<file path="src/hdl/rsc_consts.vh">
/*
 reset controller constants: register offsets, cause bit positions, counts.
 assumes a 50 MHz system clock and a Wishbone slave with 32-bit data.
*/
`ifndef RSC_CONSTS_VH
`define RSC_CONSTS_VH

// ---------------------------------------------------------------
// register map (byte addresses)
// ---------------------------------------------------------------
`define RSC_ADDR_W          4
`define RSC_OFS_CAUSE       4'h0
`define RSC_OFS_OPTION      4'h4
`define RSC_OFS_STATE       4'h8
`define RSC_OFS_PWMOFF      4'hC

// ---------------------------------------------------------------
// cause register bits
// ---------------------------------------------------------------
`define RSC_BIT_SWRST       0
`define RSC_BIT_FLT         2
`define RSC_BIT_EXT         3
`define RSC_BIT_USR         4
`define RSC_BIT_WDT         5
`define RSC_BIT_STOP        6
`define RSC_BIT_POR         7
`define RSC_CAUSE_W         8
`define RSC_CAUSE_POR_INIT  8'h80

// ---------------------------------------------------------------
// option register bits and reset value
// ---------------------------------------------------------------
`define RSC_OPT_WATCHDOG_RESET_SELECT     0
`define RSC_OPT_BO_STOP     1
`define RSC_OPT_RESET       2'h1

// ---------------------------------------------------------------
// sequence counts
// ---------------------------------------------------------------
`define RSC_OSC_TOTAL       7'h42
`define RSC_OSC_OPTION      7'h32
`define RSC_SYS_CYCLES      5'h10
`define RSC_PIN_MIN         3'h4
`define RSC_CNT_W           7
`define RSC_RESET_VECTOR    32'h00000004
`define RSC_PWM_W           8

`endif

</file>
<file path="src/hdl/rsc_reset_ctrl.v">
/*
 reset and stop-mode recovery sequencer with a wishbone register slave.
 assumes osc_tick_i pulses once per internal oscillator cycle, clock_i
 stands for the free-running system clock, and the pin has an external pull-up.
*/
// What this block does
// any system reset holds the device for 66 oscillator cycles
// reset start makes every gpio an input and turns pull-ups off
// pwm outputs float first, then take the programmed off state
// option bits load in first 50 oscillator cycles, then clock starts
// core stays inactive 16 system clocks after the 66-cycle oscillator count ends
// control registers with defined reset values are loaded on reset
// after release the cpu fetches the vector at address 0004H
// power-on or brownout wins over every other reset source
// stop mode accepts only power-on, brownout, pin and fault resets
// power-on reset sets the power-on cause flag
// brownout-in-stop option keeps or gates the brownout detector
// watchdog time-out resets when the reset select option is one
// pin low for four system clocks enters reset, held while low
// pin held past time-out releases 16 clocks after pin release
// pin released early is driven low until the time-out ends
// stop mode bypasses the digital filter on the reset pin
// pin reset sets the external pin cause flag
// internal reset events drive the pin low until latency ends
// writing bit 0 resets; debugger writes spare the debugger
// fault detection forces reset and sets the fault cause flag
// stop recovery holds 66 cycles, fetches vector, sets stop flag
// in stop, watchdog or gpio transitions start stop recovery
// every event rewrites all cause flags to the latest one
`include "rsc_consts.vh"

module rsc_reset_ctrl (
  // clock and power-on reset
  input  wire                     clock_i,
  input  wire                     rst_n_i,
  input  wire                     osc_tick_i,
  // reset sources
  input  wire                     brownout_detector_i,
  input  wire                     watchdog_timeout_i,
  input  wire                     fault_detect_i,
  input  wire                     gpio_wake_i,
  input  wire                     stop_mode_i,
  // open-drain reset pin
  input  wire                     reset_pin_i,
  output wire                     reset_pin_o,
  output wire                     reset_pin_oe_o,
  // wishbone slave
  input  wire                     wb_cyc_i,
  input  wire                     wb_stb_i,
  input  wire                     wb_we_i,
  input  wire [`RSC_ADDR_W-1:0]   wb_adr_i,
  input  wire [3:0]               wb_sel_i,
  input  wire [31:0]              wb_dat_i,
  input  wire                     wb_dbg_i,
  output reg  [31:0]              wb_dat_o,
  output wire                     wb_ack_o,
  // reset outputs to the system
  output reg                      core_reset_o,
  output reg                      debug_reset_o,
  output reg                      sys_clk_en_o,
  output reg                      option_load_o,
  output reg                      gpio_force_input_o,
  output reg                      gpio_pullup_off_o,
  output reg                      pwm_hiz_o,
  output reg                      pwm_force_off_o,
  output reg  [`RSC_PWM_W-1:0]    pwm_off_state_o,
  output reg                      brownout_enable_o,
  output reg                      stop_recovery_o,
  output reg                      wdt_exception_o,
  output reg  [31:0]              reset_vector_o
);

  // ---------------------------------------------------------------
  // states
  // ---------------------------------------------------------------
  localparam ST_RUN  = 2'h0;
  localparam ST_OSC  = 2'h1;
  localparam ST_SYS  = 2'h2;
  localparam ST_HOLD = 2'h3;

  reg [1:0]                state_r;
  reg [`RSC_CNT_W-1:0]     osc_cnt_r;
  reg [4:0]                sys_cnt_r;
  reg [`RSC_CAUSE_W-1:0]   cause_r;
  reg [`RSC_CAUSE_W-1:0]   pend_r;
  reg                      recov_r;
  reg                      dbg_req_r;
  reg                      wdt_exc_pend_r;
  reg [1:0]                option_r;
  reg [`RSC_PWM_W-1:0]     pwmoff_r;
  reg                      ack_r;

  // ---------------------------------------------------------------
  // reset pin synchroniser and filter
  // ---------------------------------------------------------------
  reg [2:0] pin_sync_r;
  reg       pin_low_r;
  reg [2:0] pin_cnt_r;
  wire      pin_agree = (pin_sync_r[1] == pin_sync_r[2]);
  wire      pin_lvl_low = ~pin_sync_r[2];

  always @(posedge clock_i or negedge rst_n_i) begin
    if (!rst_n_i) begin
      pin_sync_r <= 3'h7;
      pin_low_r  <= 1'b0;
      pin_cnt_r  <= 3'h0;
    end else begin
      pin_sync_r <= {pin_sync_r[1:0], reset_pin_i};
      // stop mode filter bypass
      if (stop_mode_i) begin
        if (pin_agree)
          pin_low_r <= pin_lvl_low;
        pin_cnt_r <= 3'h0;
      // four-clock low filter
      end else if (pin_agree && pin_lvl_low) begin
        if (pin_cnt_r != `RSC_PIN_MIN - 3'h1)
          pin_cnt_r <= pin_cnt_r + 3'h1;
        else
          pin_low_r <= 1'b1;
      end else if (pin_agree) begin
        pin_cnt_r <= 3'h0;
        pin_low_r <= 1'b0;
      end
    end
  end

  // ---------------------------------------------------------------
  // source qualification
  // ---------------------------------------------------------------
  wire bus_req = wb_cyc_i & wb_stb_i;
  wire sw_wr   = bus_req & ~ack_r & wb_we_i & wb_sel_i[0]
                 & (wb_adr_i == `RSC_OFS_CAUSE) & wb_dat_i[`RSC_BIT_SWRST];
  wire run     = (state_r == ST_RUN);
  // sources by mode, watchdog select
  wire src_wdt = run & ~stop_mode_i & watchdog_timeout_i
                 & option_r[`RSC_OPT_WATCHDOG_RESET_SELECT];
  wire src_usr = run & ~stop_mode_i & sw_wr;
  wire src_ext = pin_low_r;
  wire src_flt = fault_detect_i;
  // brownout gating in stop
  wire bo_live = brownout_detector_i
                 & (~stop_mode_i | option_r[`RSC_OPT_BO_STOP]);
  // stop recovery sources
  wire src_rec = run & stop_mode_i & (watchdog_timeout_i | gpio_wake_i);
  wire any_sys = bo_live | src_wdt | src_usr | src_ext | src_flt;

  // power-on first, then others
  reg [`RSC_CAUSE_W-1:0] new_cause;
  always @* begin
    new_cause = {`RSC_CAUSE_W{1'b0}};
    if (bo_live)
      new_cause[`RSC_BIT_POR] = 1'b1;
    else if (src_flt)
      new_cause[`RSC_BIT_FLT] = 1'b1;
    else if (src_ext)
      new_cause[`RSC_BIT_EXT] = 1'b1;
    else if (src_wdt)
      new_cause[`RSC_BIT_WDT] = 1'b1;
    else if (src_usr)
      new_cause[`RSC_BIT_USR] = 1'b1;
    else if (src_rec) begin
      new_cause[`RSC_BIT_STOP] = 1'b1;
      new_cause[`RSC_BIT_WDT]  = watchdog_timeout_i;
    end
  end

  // ---------------------------------------------------------------
  // sequencer
  // ---------------------------------------------------------------
  always @(posedge clock_i or negedge rst_n_i) begin
    if (!rst_n_i) begin
      state_r        <= ST_OSC;
      osc_cnt_r      <= {`RSC_CNT_W{1'b0}};
      sys_cnt_r      <= 5'h0;
      cause_r        <= {`RSC_CAUSE_W{1'b0}};
      pend_r         <= `RSC_CAUSE_POR_INIT;
      recov_r        <= 1'b0;
      dbg_req_r      <= 1'b0;
      wdt_exc_pend_r <= 1'b0;
      option_r       <= `RSC_OPT_RESET;
      wdt_exception_o <= 1'b0;
    end else begin
      wdt_exception_o <= 1'b0;
      if (bo_live && pend_r[`RSC_BIT_POR] == 1'b0 && !run) begin
        // brownout restarts the full sequence
        state_r   <= ST_OSC;
        osc_cnt_r <= {`RSC_CNT_W{1'b0}};
        pend_r    <= new_cause;
        recov_r   <= 1'b0;
        dbg_req_r <= 1'b0;
      end else begin
        case (state_r)
          ST_RUN: begin
            if (any_sys || src_rec) begin
              state_r   <= ST_OSC;
              osc_cnt_r <= {`RSC_CNT_W{1'b0}};
              pend_r    <= new_cause;
              recov_r   <= ~any_sys;
              // debugger write spares debugger
              dbg_req_r <= src_usr & ~(bo_live | src_flt | src_ext | src_wdt) & wb_dbg_i;
              // exception after recovery
              wdt_exc_pend_r <= ~any_sys & watchdog_timeout_i
                                & ~option_r[`RSC_OPT_WATCHDOG_RESET_SELECT];
            end
          end
          ST_OSC: begin
            if (osc_tick_i)
              osc_cnt_r <= osc_cnt_r + 7'h1;
            // 66 oscillator cycles; same for recovery
            if (osc_tick_i && osc_cnt_r == `RSC_OSC_TOTAL - 7'h1) begin
              state_r   <= ST_SYS;
              sys_cnt_r <= 5'h0;
            end
          end
          ST_SYS: begin
            sys_cnt_r <= sys_cnt_r + 5'h1;
            // 16 system clocks
            if (sys_cnt_r == `RSC_SYS_CYCLES - 5'h1) begin
              if (pin_low_r)
                state_r <= ST_HOLD;
              else begin
                state_r <= ST_RUN;
                // rewrite all flags; cause set
                cause_r <= pend_r;
                wdt_exception_o <= wdt_exc_pend_r;
                wdt_exc_pend_r  <= 1'b0;
              end
            end
          end
          default: begin
            // 16 clocks after pin release
            if (pin_low_r)
              sys_cnt_r <= 5'h0;
            else if (sys_cnt_r == `RSC_SYS_CYCLES - 5'h1) begin
              state_r <= ST_RUN;
              cause_r <= pend_r;
            end else
              sys_cnt_r <= sys_cnt_r + 5'h1;
          end
        endcase
      end
      // option register loads its defined value at option time
      if (state_r == ST_OSC && !recov_r && osc_cnt_r == 7'h0)
        option_r <= `RSC_OPT_RESET;
      else if (run && bus_req && !ack_r && wb_we_i && wb_sel_i[0]
               && wb_adr_i == `RSC_OFS_OPTION)
        option_r <= wb_dat_i[1:0];
    end
  end

  // ---------------------------------------------------------------
  // reset outputs
  // ---------------------------------------------------------------
  wire in_osc    = (state_r == ST_OSC);
  wire sys_reset = ~run & ~recov_r;
  always @(posedge clock_i or negedge rst_n_i) begin
    if (!rst_n_i) begin
      core_reset_o       <= 1'b1;
      debug_reset_o      <= 1'b1;
      sys_clk_en_o       <= 1'b0;
      option_load_o      <= 1'b0;
      gpio_force_input_o <= 1'b1;
      gpio_pullup_off_o  <= 1'b1;
      pwm_hiz_o          <= 1'b1;
      pwm_force_off_o    <= 1'b0;
      pwm_off_state_o    <= {`RSC_PWM_W{1'b0}};
      pwmoff_r           <= {`RSC_PWM_W{1'b0}};
      brownout_enable_o  <= 1'b1;
      stop_recovery_o    <= 1'b0;
      reset_vector_o     <= `RSC_RESET_VECTOR;
    end else begin
      core_reset_o      <= ~run;
      debug_reset_o     <= sys_reset & ~dbg_req_r;
      // clock after 50 oscillator cycles
      sys_clk_en_o      <= ~(in_osc && osc_cnt_r < `RSC_OSC_OPTION);
      option_load_o     <= in_osc & ~recov_r & (osc_cnt_r < `RSC_OSC_OPTION);
      // gpio inputs, pull-ups off
      gpio_force_input_o <= sys_reset;
      gpio_pullup_off_o  <= sys_reset;
      // float until options evaluated, then off state
      pwm_hiz_o         <= sys_reset & in_osc & (osc_cnt_r < `RSC_OSC_OPTION);
      pwm_force_off_o   <= sys_reset & ~(in_osc & (osc_cnt_r < `RSC_OSC_OPTION));
      pwm_off_state_o   <= pwmoff_r;
      if (run && bus_req && !ack_r && wb_we_i && wb_sel_i[0]
          && wb_adr_i == `RSC_OFS_PWMOFF)
        pwmoff_r <= wb_dat_i[`RSC_PWM_W-1:0];
      // detector enable
      brownout_enable_o <= ~stop_mode_i | option_r[`RSC_OPT_BO_STOP];
      stop_recovery_o   <= ~run & recov_r;
      // vector address
      reset_vector_o    <= `RSC_RESET_VECTOR;
    end
  end

  // ---------------------------------------------------------------
  // open-drain pin drive
  // ---------------------------------------------------------------
  // drive low through the oscillator time-out
  // released before the system-clock tail so own drive is not seen as a hold
  reg pin_drive_r;
  always @(posedge clock_i or negedge rst_n_i) begin
    if (!rst_n_i)
      pin_drive_r <= 1'b1;
    else
      pin_drive_r <= (state_r == ST_OSC) & ~recov_r;
  end
  assign reset_pin_o    = 1'b0;
  assign reset_pin_oe_o = pin_drive_r;

  // ---------------------------------------------------------------
  // wishbone slave
  // ---------------------------------------------------------------
  always @(posedge clock_i or negedge rst_n_i) begin
    if (!rst_n_i) begin
      ack_r    <= 1'b0;
      wb_dat_o <= 32'h00000000;
    end else begin
      ack_r <= bus_req & ~ack_r;
      if (bus_req && !ack_r && !wb_we_i) begin
        case (wb_adr_i)
          `RSC_OFS_CAUSE:  wb_dat_o <= {24'h000000, cause_r[7:2], 2'h0};
          `RSC_OFS_OPTION: wb_dat_o <= {30'h00000000, option_r};
          `RSC_OFS_STATE:  wb_dat_o <= {29'h00000000, recov_r, state_r};
          `RSC_OFS_PWMOFF: wb_dat_o <= {24'h000000, pwmoff_r};
          default:         wb_dat_o <= 32'h00000000;
        endcase
      end
    end
  end
  assign wb_ack_o = ack_r;

endmodule

</file>
<file path="config.mk">
export PLATFORM = sky130hd
export DESIGN_NAME = rsc_reset_ctrl
export DESIGN_NICKNAME = d
export VERILOG_FILES = /design/src/hdl/rsc_reset_ctrl.v
export VERILOG_INCLUDE_DIRS = /design/src /design/src/hdl
export SDC_FILE = /design/constraint.sdc
export NUM_CORES = 1
export LEC_CHECK = 0
export BUFFER_PORTS_ARGS = -buffer_cell sky130_fd_sc_hd__buf_2
export CORE_AREA = 2 2 92 94
export DETAILED_ROUTE_END_ITERATION = 8
export DIE_AREA = 0 0 94 96
export GPL_TIMING_DRIVEN = 0
export PLACE_DENSITY = 0.83
export SLEW_MARGIN = 20
export SYNTH_ARGS = -nofsm -noshare
export SYNTH_HDL_FRONTEND = slang
export SYNTH_SLANG_ARGS = --single-unit
</file>
<file path="constraint.sdc">
create_clock -name clock_i -period 2.6 [get_ports clock_i]
set_input_delay 0.13 -clock clock_i [delete_from_list [all_inputs] [get_ports clock_i]]
set_output_delay 0.13 -clock clock_i [all_outputs]
set_load 0.01 [all_outputs]
</file>
* Word-level counts from Yosys, hierarchy flattened *
Cells that the tools add are included.

word-level totals
  register bits = 102
  input port bits = 53
  output and inout port bits = 86
  logic and storage cells = 205

operators by class
  add/sub/neg operators = 3
  magnitude comparators = 1
  equal/unequal tests = 22
  muxes and demuxes = 62
  bitwise logic cells = 50
  reductions and logical operators = 40

operators by type and width
  operator               number
  $mux W8                7
  $pmux W8 S4            1
  $and A1 B1 Y1          26
  $mux W1                25
  $mux W2                11
  $mux W7                3
  $mux W5                4
  $pmux W8 S2            1
  $logic_and A1 B1 Y1    15
  $mux W3                5
  $not A1 Y1             15
  $pmux W5 S3            1
  $pmux W7 S2            1
  $reduce_and A5 Y1      2
  $reduce_bool A2 Y1     5
  $ne A3 B2 Y1 const B   3
  $or A1 B1 Y1           9
  $eq A4 B4 Y1 const B   2
  $reduce_and A4 Y1      2
  $add A7 B1 Y7 const B  1
  $eq A7 B7 Y1 const B   1
  $logic_not A7 Y1       1
  $lt A7 B6 Y1 const B   1
  $ne A2 B1 Y1 const B   3
  other kinds (24)       33

* Logic depth before layout (Yosys ltp) *
Gate-level depths: netlist (run 1).

  word-level depth = 15
  depth in mapped cells = 9
  gate-level depth less buffers = 7

* Worst setup path after synthesis (run 1) *
No wires, ideal clock.

  path type = reg-to-reg
  from = register state_r[0]
  to = register osc_cnt_r[0]
  library setup time = 0.125 ns
  arrival time = 2.217 ns
  required time = 2.475 ns
  setup slack = 0.258 ns
  cell stages (with the launch flop) = 8
  path buffers = 0
  clock period less this slack = 2.342 ns
  cell sequence = dfstp_2 inv_1 ha_1 and4b_1 a2111oi_4 and4_4 nor4b_4 mux2_2

on the way
  cells in the longest elaborated chain, start to end = 11
  elaborated cells between the ends (all ways) = 21
  those cells by class = eq/ne: 3; mux: 2; bitwise: 10; reduce/logical: 6

RTL lines
  element                             RTL line                                    RTL
  start: declaration                  rsc_reset_ctrl.v:81                         reg [1:0] state_r;
  start signal: assignment            rsc_reset_ctrl.v:172                        state_r <= ST_OSC;
  start signal: assignment            rsc_reset_ctrl.v:186                        state_r <= ST_OSC;
  start signal: assignment            rsc_reset_ctrl.v:195                        state_r <= ST_OSC;
  $logic_not A2 Y1                    rsc_reset_ctrl.v:133, rsc_reset_ctrl.v:192
  $and A1 B1 Y1                       rsc_reset_ctrl.v:135, rsc_reset_ctrl.v:137
  $and A1 B1 Y1 (2 in a row)          rsc_reset_ctrl.v:135                        wire src_wdt = run & ~stop_mode_i & watchdog_timeout_i
  $or A1 B1 Y1 (4 in a row)           rsc_reset_ctrl.v:145                        wire any_sys = bo_live | src_wdt | src_usr | src_ext | src_flt;
  $logic_or A1 B1 Y1                  rsc_reset_ctrl.v:194                        if (any_sys || src_rec) begin
  $ne A3 B1 Y1 (no source line)       --
  $reduce_and A3 Y1 (no source line)  --
  end signal: assignment              rsc_reset_ctrl.v:187                        osc_cnt_r <= {`RSC_CNT_W{1'b0}};
  end signal: assignment              rsc_reset_ctrl.v:196                        osc_cnt_r <= {`RSC_CNT_W{1'b0}};
  end signal: assignment              rsc_reset_ctrl.v:208                        osc_cnt_r <= osc_cnt_r + 7'h1;
  end: declaration                    rsc_reset_ctrl.v:82                         reg [`RSC_CNT_W-1:0] osc_cnt_r;

Several ways; a longest one is shown, not always the timed one.
A chain may end at the register's enable or synchronous reset.

* Final worst setup path (run 1) *
Ends and elaborated chain as after synthesis.

==> results of run 1 <==
where the power goes:
part | switching, mW | internal, mW | total (mW)
Combinational | 0.608 | 0.433 | 1.04
Clock | 0.459 | 0.479 | 0.938
Sequential | 0.0988 | 1.32 | 1.42
Total | 1.17 | 2.23 | 3.40
repair_timing:
item                                    in CTS  in global routing
hold buffers                                 7                  1
resized for setup                            5                  1
endpoints found under the setup margin       9                 10
pin swaps                                    0                  1
endpoints found under the hold margin       40                  1
setup buffers                                0                  2
worst paths after layout:
| path | from | endpoint | cells after the start |
|---|---|---|---|
| worst max-delay path | state_r[0] | osc_cnt_r[0] | 8 |
| worst max register to register | state_r[0] | osc_cnt_r[0] | 8 |
| worst min register to register | pin_sync_r[0] | pin_sync_r[1] | 0 |
| worst min-delay path | wb_dat_i[7] | pwmoff_r[7] | 2 |
| min in group asynchronous | rst_n_i | pwmoff_r[2] | 2 |
| max in group asynchronous | rst_n_i | state_r[0] | 3 |
cell type report:
type | count | share of cell area
Buffer | 69 | 0.101
Clock buffer | 10 | 0.0280
Clock inverter | 6 | 0.0148
Inverter | 16 | 0.0122
Multi-Input combinational cell | 269 | 0.359
Sequential cell | 74 | 0.380
Tap cell | 105 | 0.0268
Timing Repair Buffer | 64 | 0.0780
cell usage in the layout, fill, tap and decap left out, types with 4 or more instances in the layout:
cell type and n:
dfrtp_1 62, buf_4 61, conb_1 57, buf_2 54
nand2_1 27, o21ai_0 20, nor2_1 18, mux2_2 17
inv_1 15, ha_1 12, dfstp_2 12, nor2b_1 10
a21oi_1 10, clkbuf_8 10, a22oi_1 9, dlygate4sd3_1 8
clkbuf_1 7, nor3_1 7, nand3_1 7, o31ai_1 7
a21o_1 6, a22o_1 5, mux2i_1 4
sequential cells by signal, summed over array words and instances, names as in the netlist, 2 cells and up:
| signal | cells |
|---|---|
| cause_r | 6 |
| option_r | 2 |
| osc_cnt_r | 7 |
| pend_r | 6 |
| pin_cnt_r | 3 |
| pin_sync_r | 3 |
| pwm_off_state_o | 8 |
| pwmoff_r | 8 |
| state_r | 2 |
| sys_cnt_r | 5 |
| wb_dat_o | 8 |
stage by stage:
| step | setup TNS (ps) | util | hold WS [ps] | std cells | instance area (sq um) |
|---|---|---|---|---|---|
| final | 0 | 0.610 | 25.8 | 613 | 4910 |
| after global routing | 0 | 0.610 | 22.3 | 613 | 4910 |
| after CTS | 0 | 0.607 | 2.27 | 610 | 4890 |
| after detailed placement | -1010 | 0.568 | 123 | 587 | 4570 |
| after global placement | -194 | 0.565 | 244 | 586 | 4550 |
| after floorplan | 0 | - | -166 | 428 | 4150 |
cell families after synthesis:
| kind of cell | Yosys count |
|---|---|
| compound gates | 81 |
| xor+xnor | 1 |
| fa+ha+maj | 13 |
| buf+inv | 85 |
| flops | 74 |
| mux | 21 |
| other cells | 2 |
| simple gates | 96 |
layer usage:
metal	routed length, um	share of wire
met1	3370	0.40
met2	4160	0.50
met3	559	0.067
met4	241	0.029
met5	0	0
==> metrics, run 1 <==
post-place setup slack=-221 ps; final wirelength=8330 um; clock-pin transition on the worst setup and hold timing paths=80 ps; Area Growth Syn to Fin=24.4%; maximum VDD drop=0.000283 V; routability congestion estimate=0.845; most common cell in the netlist=dfrtp_1; Syn. warnings=0; asr flop ratio synth=1.00; final hold vios=0; min cycle time layout=2460 ps; Clock Latency Late Sink=360 ps; Crit. End Element=flip-flop; largest net degree at the start of global routing=39; Slew Limit Fails=0; total power divided by cell area=692 mW/mm^2; #FFs+latches synth=74; number of global-route vias before repair=2,873; CORE AREA=0.00805 sq mm; cell accounting for the most synthesized area=dfrtp_1; GR Util met1=0.226; largest family of logic cells by synthesized area=compound AO/OA/AOI/OAI gates; Slew @ Worst Pin=785 ps; Total Power=3.40 mW; cell family with most CP delay=simple AND/OR/NAND/NOR gates; htree depth=3; largest cells by area after synthesis=dfrtp_1, buf_4, dfstp_2, mux2_2, ha_1; Antenna Cells=0; row count=33; Initial Utilization=0.490; share of layout cells above drive strength 1=0.348; chip height=96 um; Seq. cell area=0.00187 sq mm; clock buffer count from CTS=9; Pre-antenna DRT Iters=5; post-synthesis sequential area ratio=0.473; CP Launch Type=flip-flop; CTS root buffer=clkbuf_8; critical-path cell with the highest stage delay=or4_1; Longest Clk Path Bufs=2; Synth cell types=58; post-synthesis mux area share=0.0586; via count=3,020; Post-synth EDFFs=0; area of the multi-input gates=0.00177 sq mm; kind of critical path=reg -> reg; first-pass GRT wire length=13,600 um; final net count=569; DP Wirelength=6090 um; relative slew slack=0.474; GR Layer Usage met2=0.332; TritonCTS clock tree=built; vias per std cell=4.93; Max Clock Freq=406 MHz; Tot GR Track Use=0.195; first-iteration detailed-routing DRC count=171; CP max stage delay=520 ps; WP data arrival=2700 ps; Die W=94 um; WL per Instance=13.6 um; Max Cap Viol=0; clk_skew=15.6 ps; met3 Use GR=0.0611; Final ANT Viol Nets=0; Critical Path, Cell by Cell=inv_1, ha_4, nand3_1, or4_1, buf_6, a41oi_4, o21ai_1, mux2_2; Final setup viols=0; Tcrit/Tclk final=0.947; initial antenna violation count=0; grt ovf=0; Req. time, crit path=2830 ps; Main synth FF type=dfrtp_1; crit path buf inv count=2; Post-Syn Area=0.00395 sq mm; static leakage=2.53 nW; die area=0.00902 sq mm; compound-cell area share of the yosys netlist=0.153; IO buf count=53; Yosys top cell area share=0.393; reg-to-reg slack, setup=140 ps; outcome=finished, final reports clean; clock sinks=74; Syn Area/Cell=10.6 sq um; # DRC=0; RSZ-0062 raised after global routing=false; Fill cells=709; Synth Area in Adders=0.0412; synth cell count leaders=dfrtp_1, buf_4, nand2_1, o21ai_0, nor2_1; busiest grt layer=met2; I/O pin cnt=139; Mapped Cells=373; PnR worst setup slack=137 ps; CP Max Fanout=8; HP Class=in -> reg; XOR/XNOR share of the synthesized area=0.00222; post-synthesis simple-gate area fraction=0.130
(Power assumes the default switching activity.)
==> run 2: changes to the inputs <==
--- a/config.mk
+++ b/config.mk
@@ -12,6 +12,7 @@
 export DIE_AREA = 0 0 94 96
 export GPL_TIMING_DRIVEN = 0
 export PLACE_DENSITY = 0.83
+export SETUP_SLACK_MARGIN = 0.4
 export SLEW_MARGIN = 20
 export SYNTH_ARGS = -nofsm -noshare
 export SYNTH_HDL_FRONTEND = slang
==> run 2 against run 1 <==
Net effect:
- global-route usage fell by 0.69 points
- power rose by 3.4%
- final cell count rose by 1.6%
- worst hold slack got worse by 9.1 ps
- first-iteration DRC count rose by 31%
- via count rose by 3.1%
- clock power fell by 11%
- cell area rose by 3.0%
==> metrics, run 2 (synthesis gave the netlist of run 1 again) <==
outcome=finished, final reports clean (unchanged); relative slew slack=0.464 (was 0.474); Req. time, crit path=2840 ps (was 2830 ps); critical path startpoint=state_r[0] (unchanged); Max Clock Freq=464 MHz (was 406 MHz); Pre-antenna DRT Iters=4 (was 5); Max Cap Viol=0 (unchanged); number of global-route vias before repair=2,869 (was 2,873); row count=33 (unchanged); first-pass GRT wire length=13,300 um (was 13,600 um); Critical Path, Cell by Cell=inv_4, ha_4, and4b_2, a2111oi_4, buf_4, and4_4, nor4b_4, mux2_4 (was inv_1, ha_4, nand3_1, or4_1, buf_6, a41oi_4, o21ai_1, mux2_2); Tcrit/Tclk final=0.830 (was 0.947); routability congestion estimate=0.835 (was 0.845); Total Power=3.52 mW (was 3.40 mW); placed cells=587 (unchanged); Crit. End Element=flip-flop (unchanged); final net count=579 (was 569); Cell Count, Final, Fillers Out=623 (was 613); hold_sp=wb_dat_i[5] (was wb_dat_i[7]); Final ANT Viol Nets=0 (unchanged); TritonCTS clock tree=built (unchanged); Clock Latency Late Sink=350 ps (was 360 ps); clock-pin transition on the worst setup and hold timing paths=80 ps (about the same); final wirelength=8550 um (was 8330 um); Antenna Cells=0 (unchanged); final hold vios=0 (unchanged); I/O pin cnt=139 (unchanged); # DRC=0 (unchanged); largest net degree at the start of global routing=39 (unchanged); Fill cells=631 (was 709); clk_skew=5.38 ps (was 15.6 ps); PnR worst setup slack=443 ps (was 137 ps); Initial Utilization=0.490 (unchanged); area of the multi-input gates=0.00184 sq mm (was 0.00177 sq mm); htree depth=3 (unchanged); Regs by FF count=pwm_off_state_o x8, pwmoff_r x8, wb_dat_o x8 (unchanged); static leakage=2.59 nW (was 2.53 nW); Area Growth Syn to Fin=28.2% (was 24.4%); CTS root buffer=clkbuf_8 (unchanged); critical-path cell with the highest stage delay=dfstp_2 (was or4_1); initial antenna violation count=0 (unchanged); clock sinks=74 (unchanged); share of layout cells above drive strength 1=0.390 (was 0.348); WP data arrival=2400 ps (was 2700 ps); RSZ-0062 raised after global routing=true (was false); Worst R2R Start=state_r[0] (unchanged); HP Class=in -> reg (unchanged); CP Launch Type=flip-flop (unchanged); IO buf count=53 (unchanged); via count=3,113 (was 3,020); CP Max Fanout=6 (was 8); hold slack=16.8 ps (was 25.8 ps); Slew @ Worst Pin=800 ps (was 785 ps); kind of critical path=reg -> reg (unchanged); chip height=96 um (unchanged); clock buffer count from CTS=9 (unchanged); most frequent cells in the layout=buf_4, dfrtp_1, conb_1 (was dfrtp_1, buf_4, conb_1); post-place setup slack=22.0 ps (was -221 ps); Slew Limit Fails=0 (unchanged); vias per std cell=5.00 (was 4.93); first-iteration detailed-routing DRC count=224 (was 171); Longest Clk Path Bufs=2 (unchanged); CORE AREA=0.00805 sq mm (unchanged); DP Wirelength=6020 um (was 6090 um); CP max stage delay=570 ps (was 520 ps); reg-to-reg slack, setup=440 ps (was 140 ps); grt ovf=0 (unchanged); Tot GR Track Use=0.188 (was 0.195); min cycle time layout=2160 ps (was 2460 ps); die area=0.00902 sq mm (unchanged); WL per Instance=13.7 um (was 13.6 um); maximum VDD drop=0.000332 V (was 0.000283 V); Die W=94 um (unchanged); total power divided by cell area=695 mW/mm^2 (was 692 mW/mm^2); Final setup viols=0 (unchanged); Seq. cell area=0.00187 sq mm (unchanged); commonest non-fill, non-tap cell in the layout=buf_4 (was dfrtp_1); setup TNS=0 ps (unchanged)
[run 2: layout make-up]
cell class / instances / area share
well taps: 105 / 0.0260
repair buffers: 74 / 0.0925
inverters: 16 / 0.0131
flip-flops and latches: 74 / 0.369
clock inverters: 7 / 0.0119
multi-input cells: 269 / 0.364
clock buffers: 9 / 0.0245
plain buffers: 69 / 0.0989
[run 2: worst paths after layout]
kind                                           end  cells after the start
worst min register to register       pin_sync_r[1]                      0
worst max register to register        osc_cnt_r[0]                      8
max in group asynchronous            pin_sync_r[2]                      3
min in group asynchronous       pwm_off_state_o[2]                      2
worst min-delay path                   pwmoff_r[5]                      2
worst max-delay path                  osc_cnt_r[0]                      8
[run 2: through the flow]
| step | util | instance area (sq um) |
|---|---|---|
| global placement | 0.566 | 4560 |
| finish | 0.628 | 5060 |
| floorplan | - | 4160 |
| CTS | 0.611 | 4920 |
| global route | 0.628 | 5060 |
| detailed placement | 0.569 | 4580 |
[run 2: per-layer routing]
metal / global-route usage / share of wire
met2: 0.338 / 0.52
met1: 0.212 / 0.38
met3: 0.0517 / 0.074
met5: 0 / 0
met4: 0.0773 / 0.021
[run 2: critical path, delay by kind of cell (launching register included)]
kind / cells / cell delay (ps)
muxes: 1 / 280
AOI/OAI and AO/OA: 1 / 190
buffers and inverters: 2 / 270
and+or+nand+nor: 3 / 560
DFF: 1 / 570
adders and majority gates: 1 / 180
[run 2: power breakdown]
part           switching, mW  total (mW)  internal [mW]
Clock                  0.477       0.839          0.362
Sequential            0.0949        1.42           1.32
Combinational          0.704        1.26          0.555
[run 2: timing repair]
action,in CTS,in global routing
gates resized for setup,13,20
setup buffers,10,3
pin swaps,6,7
endpoints found under the setup margin,34,34
hold buffers,3,4
endpoints found under the hold margin,36,4
gates cloned,0,0
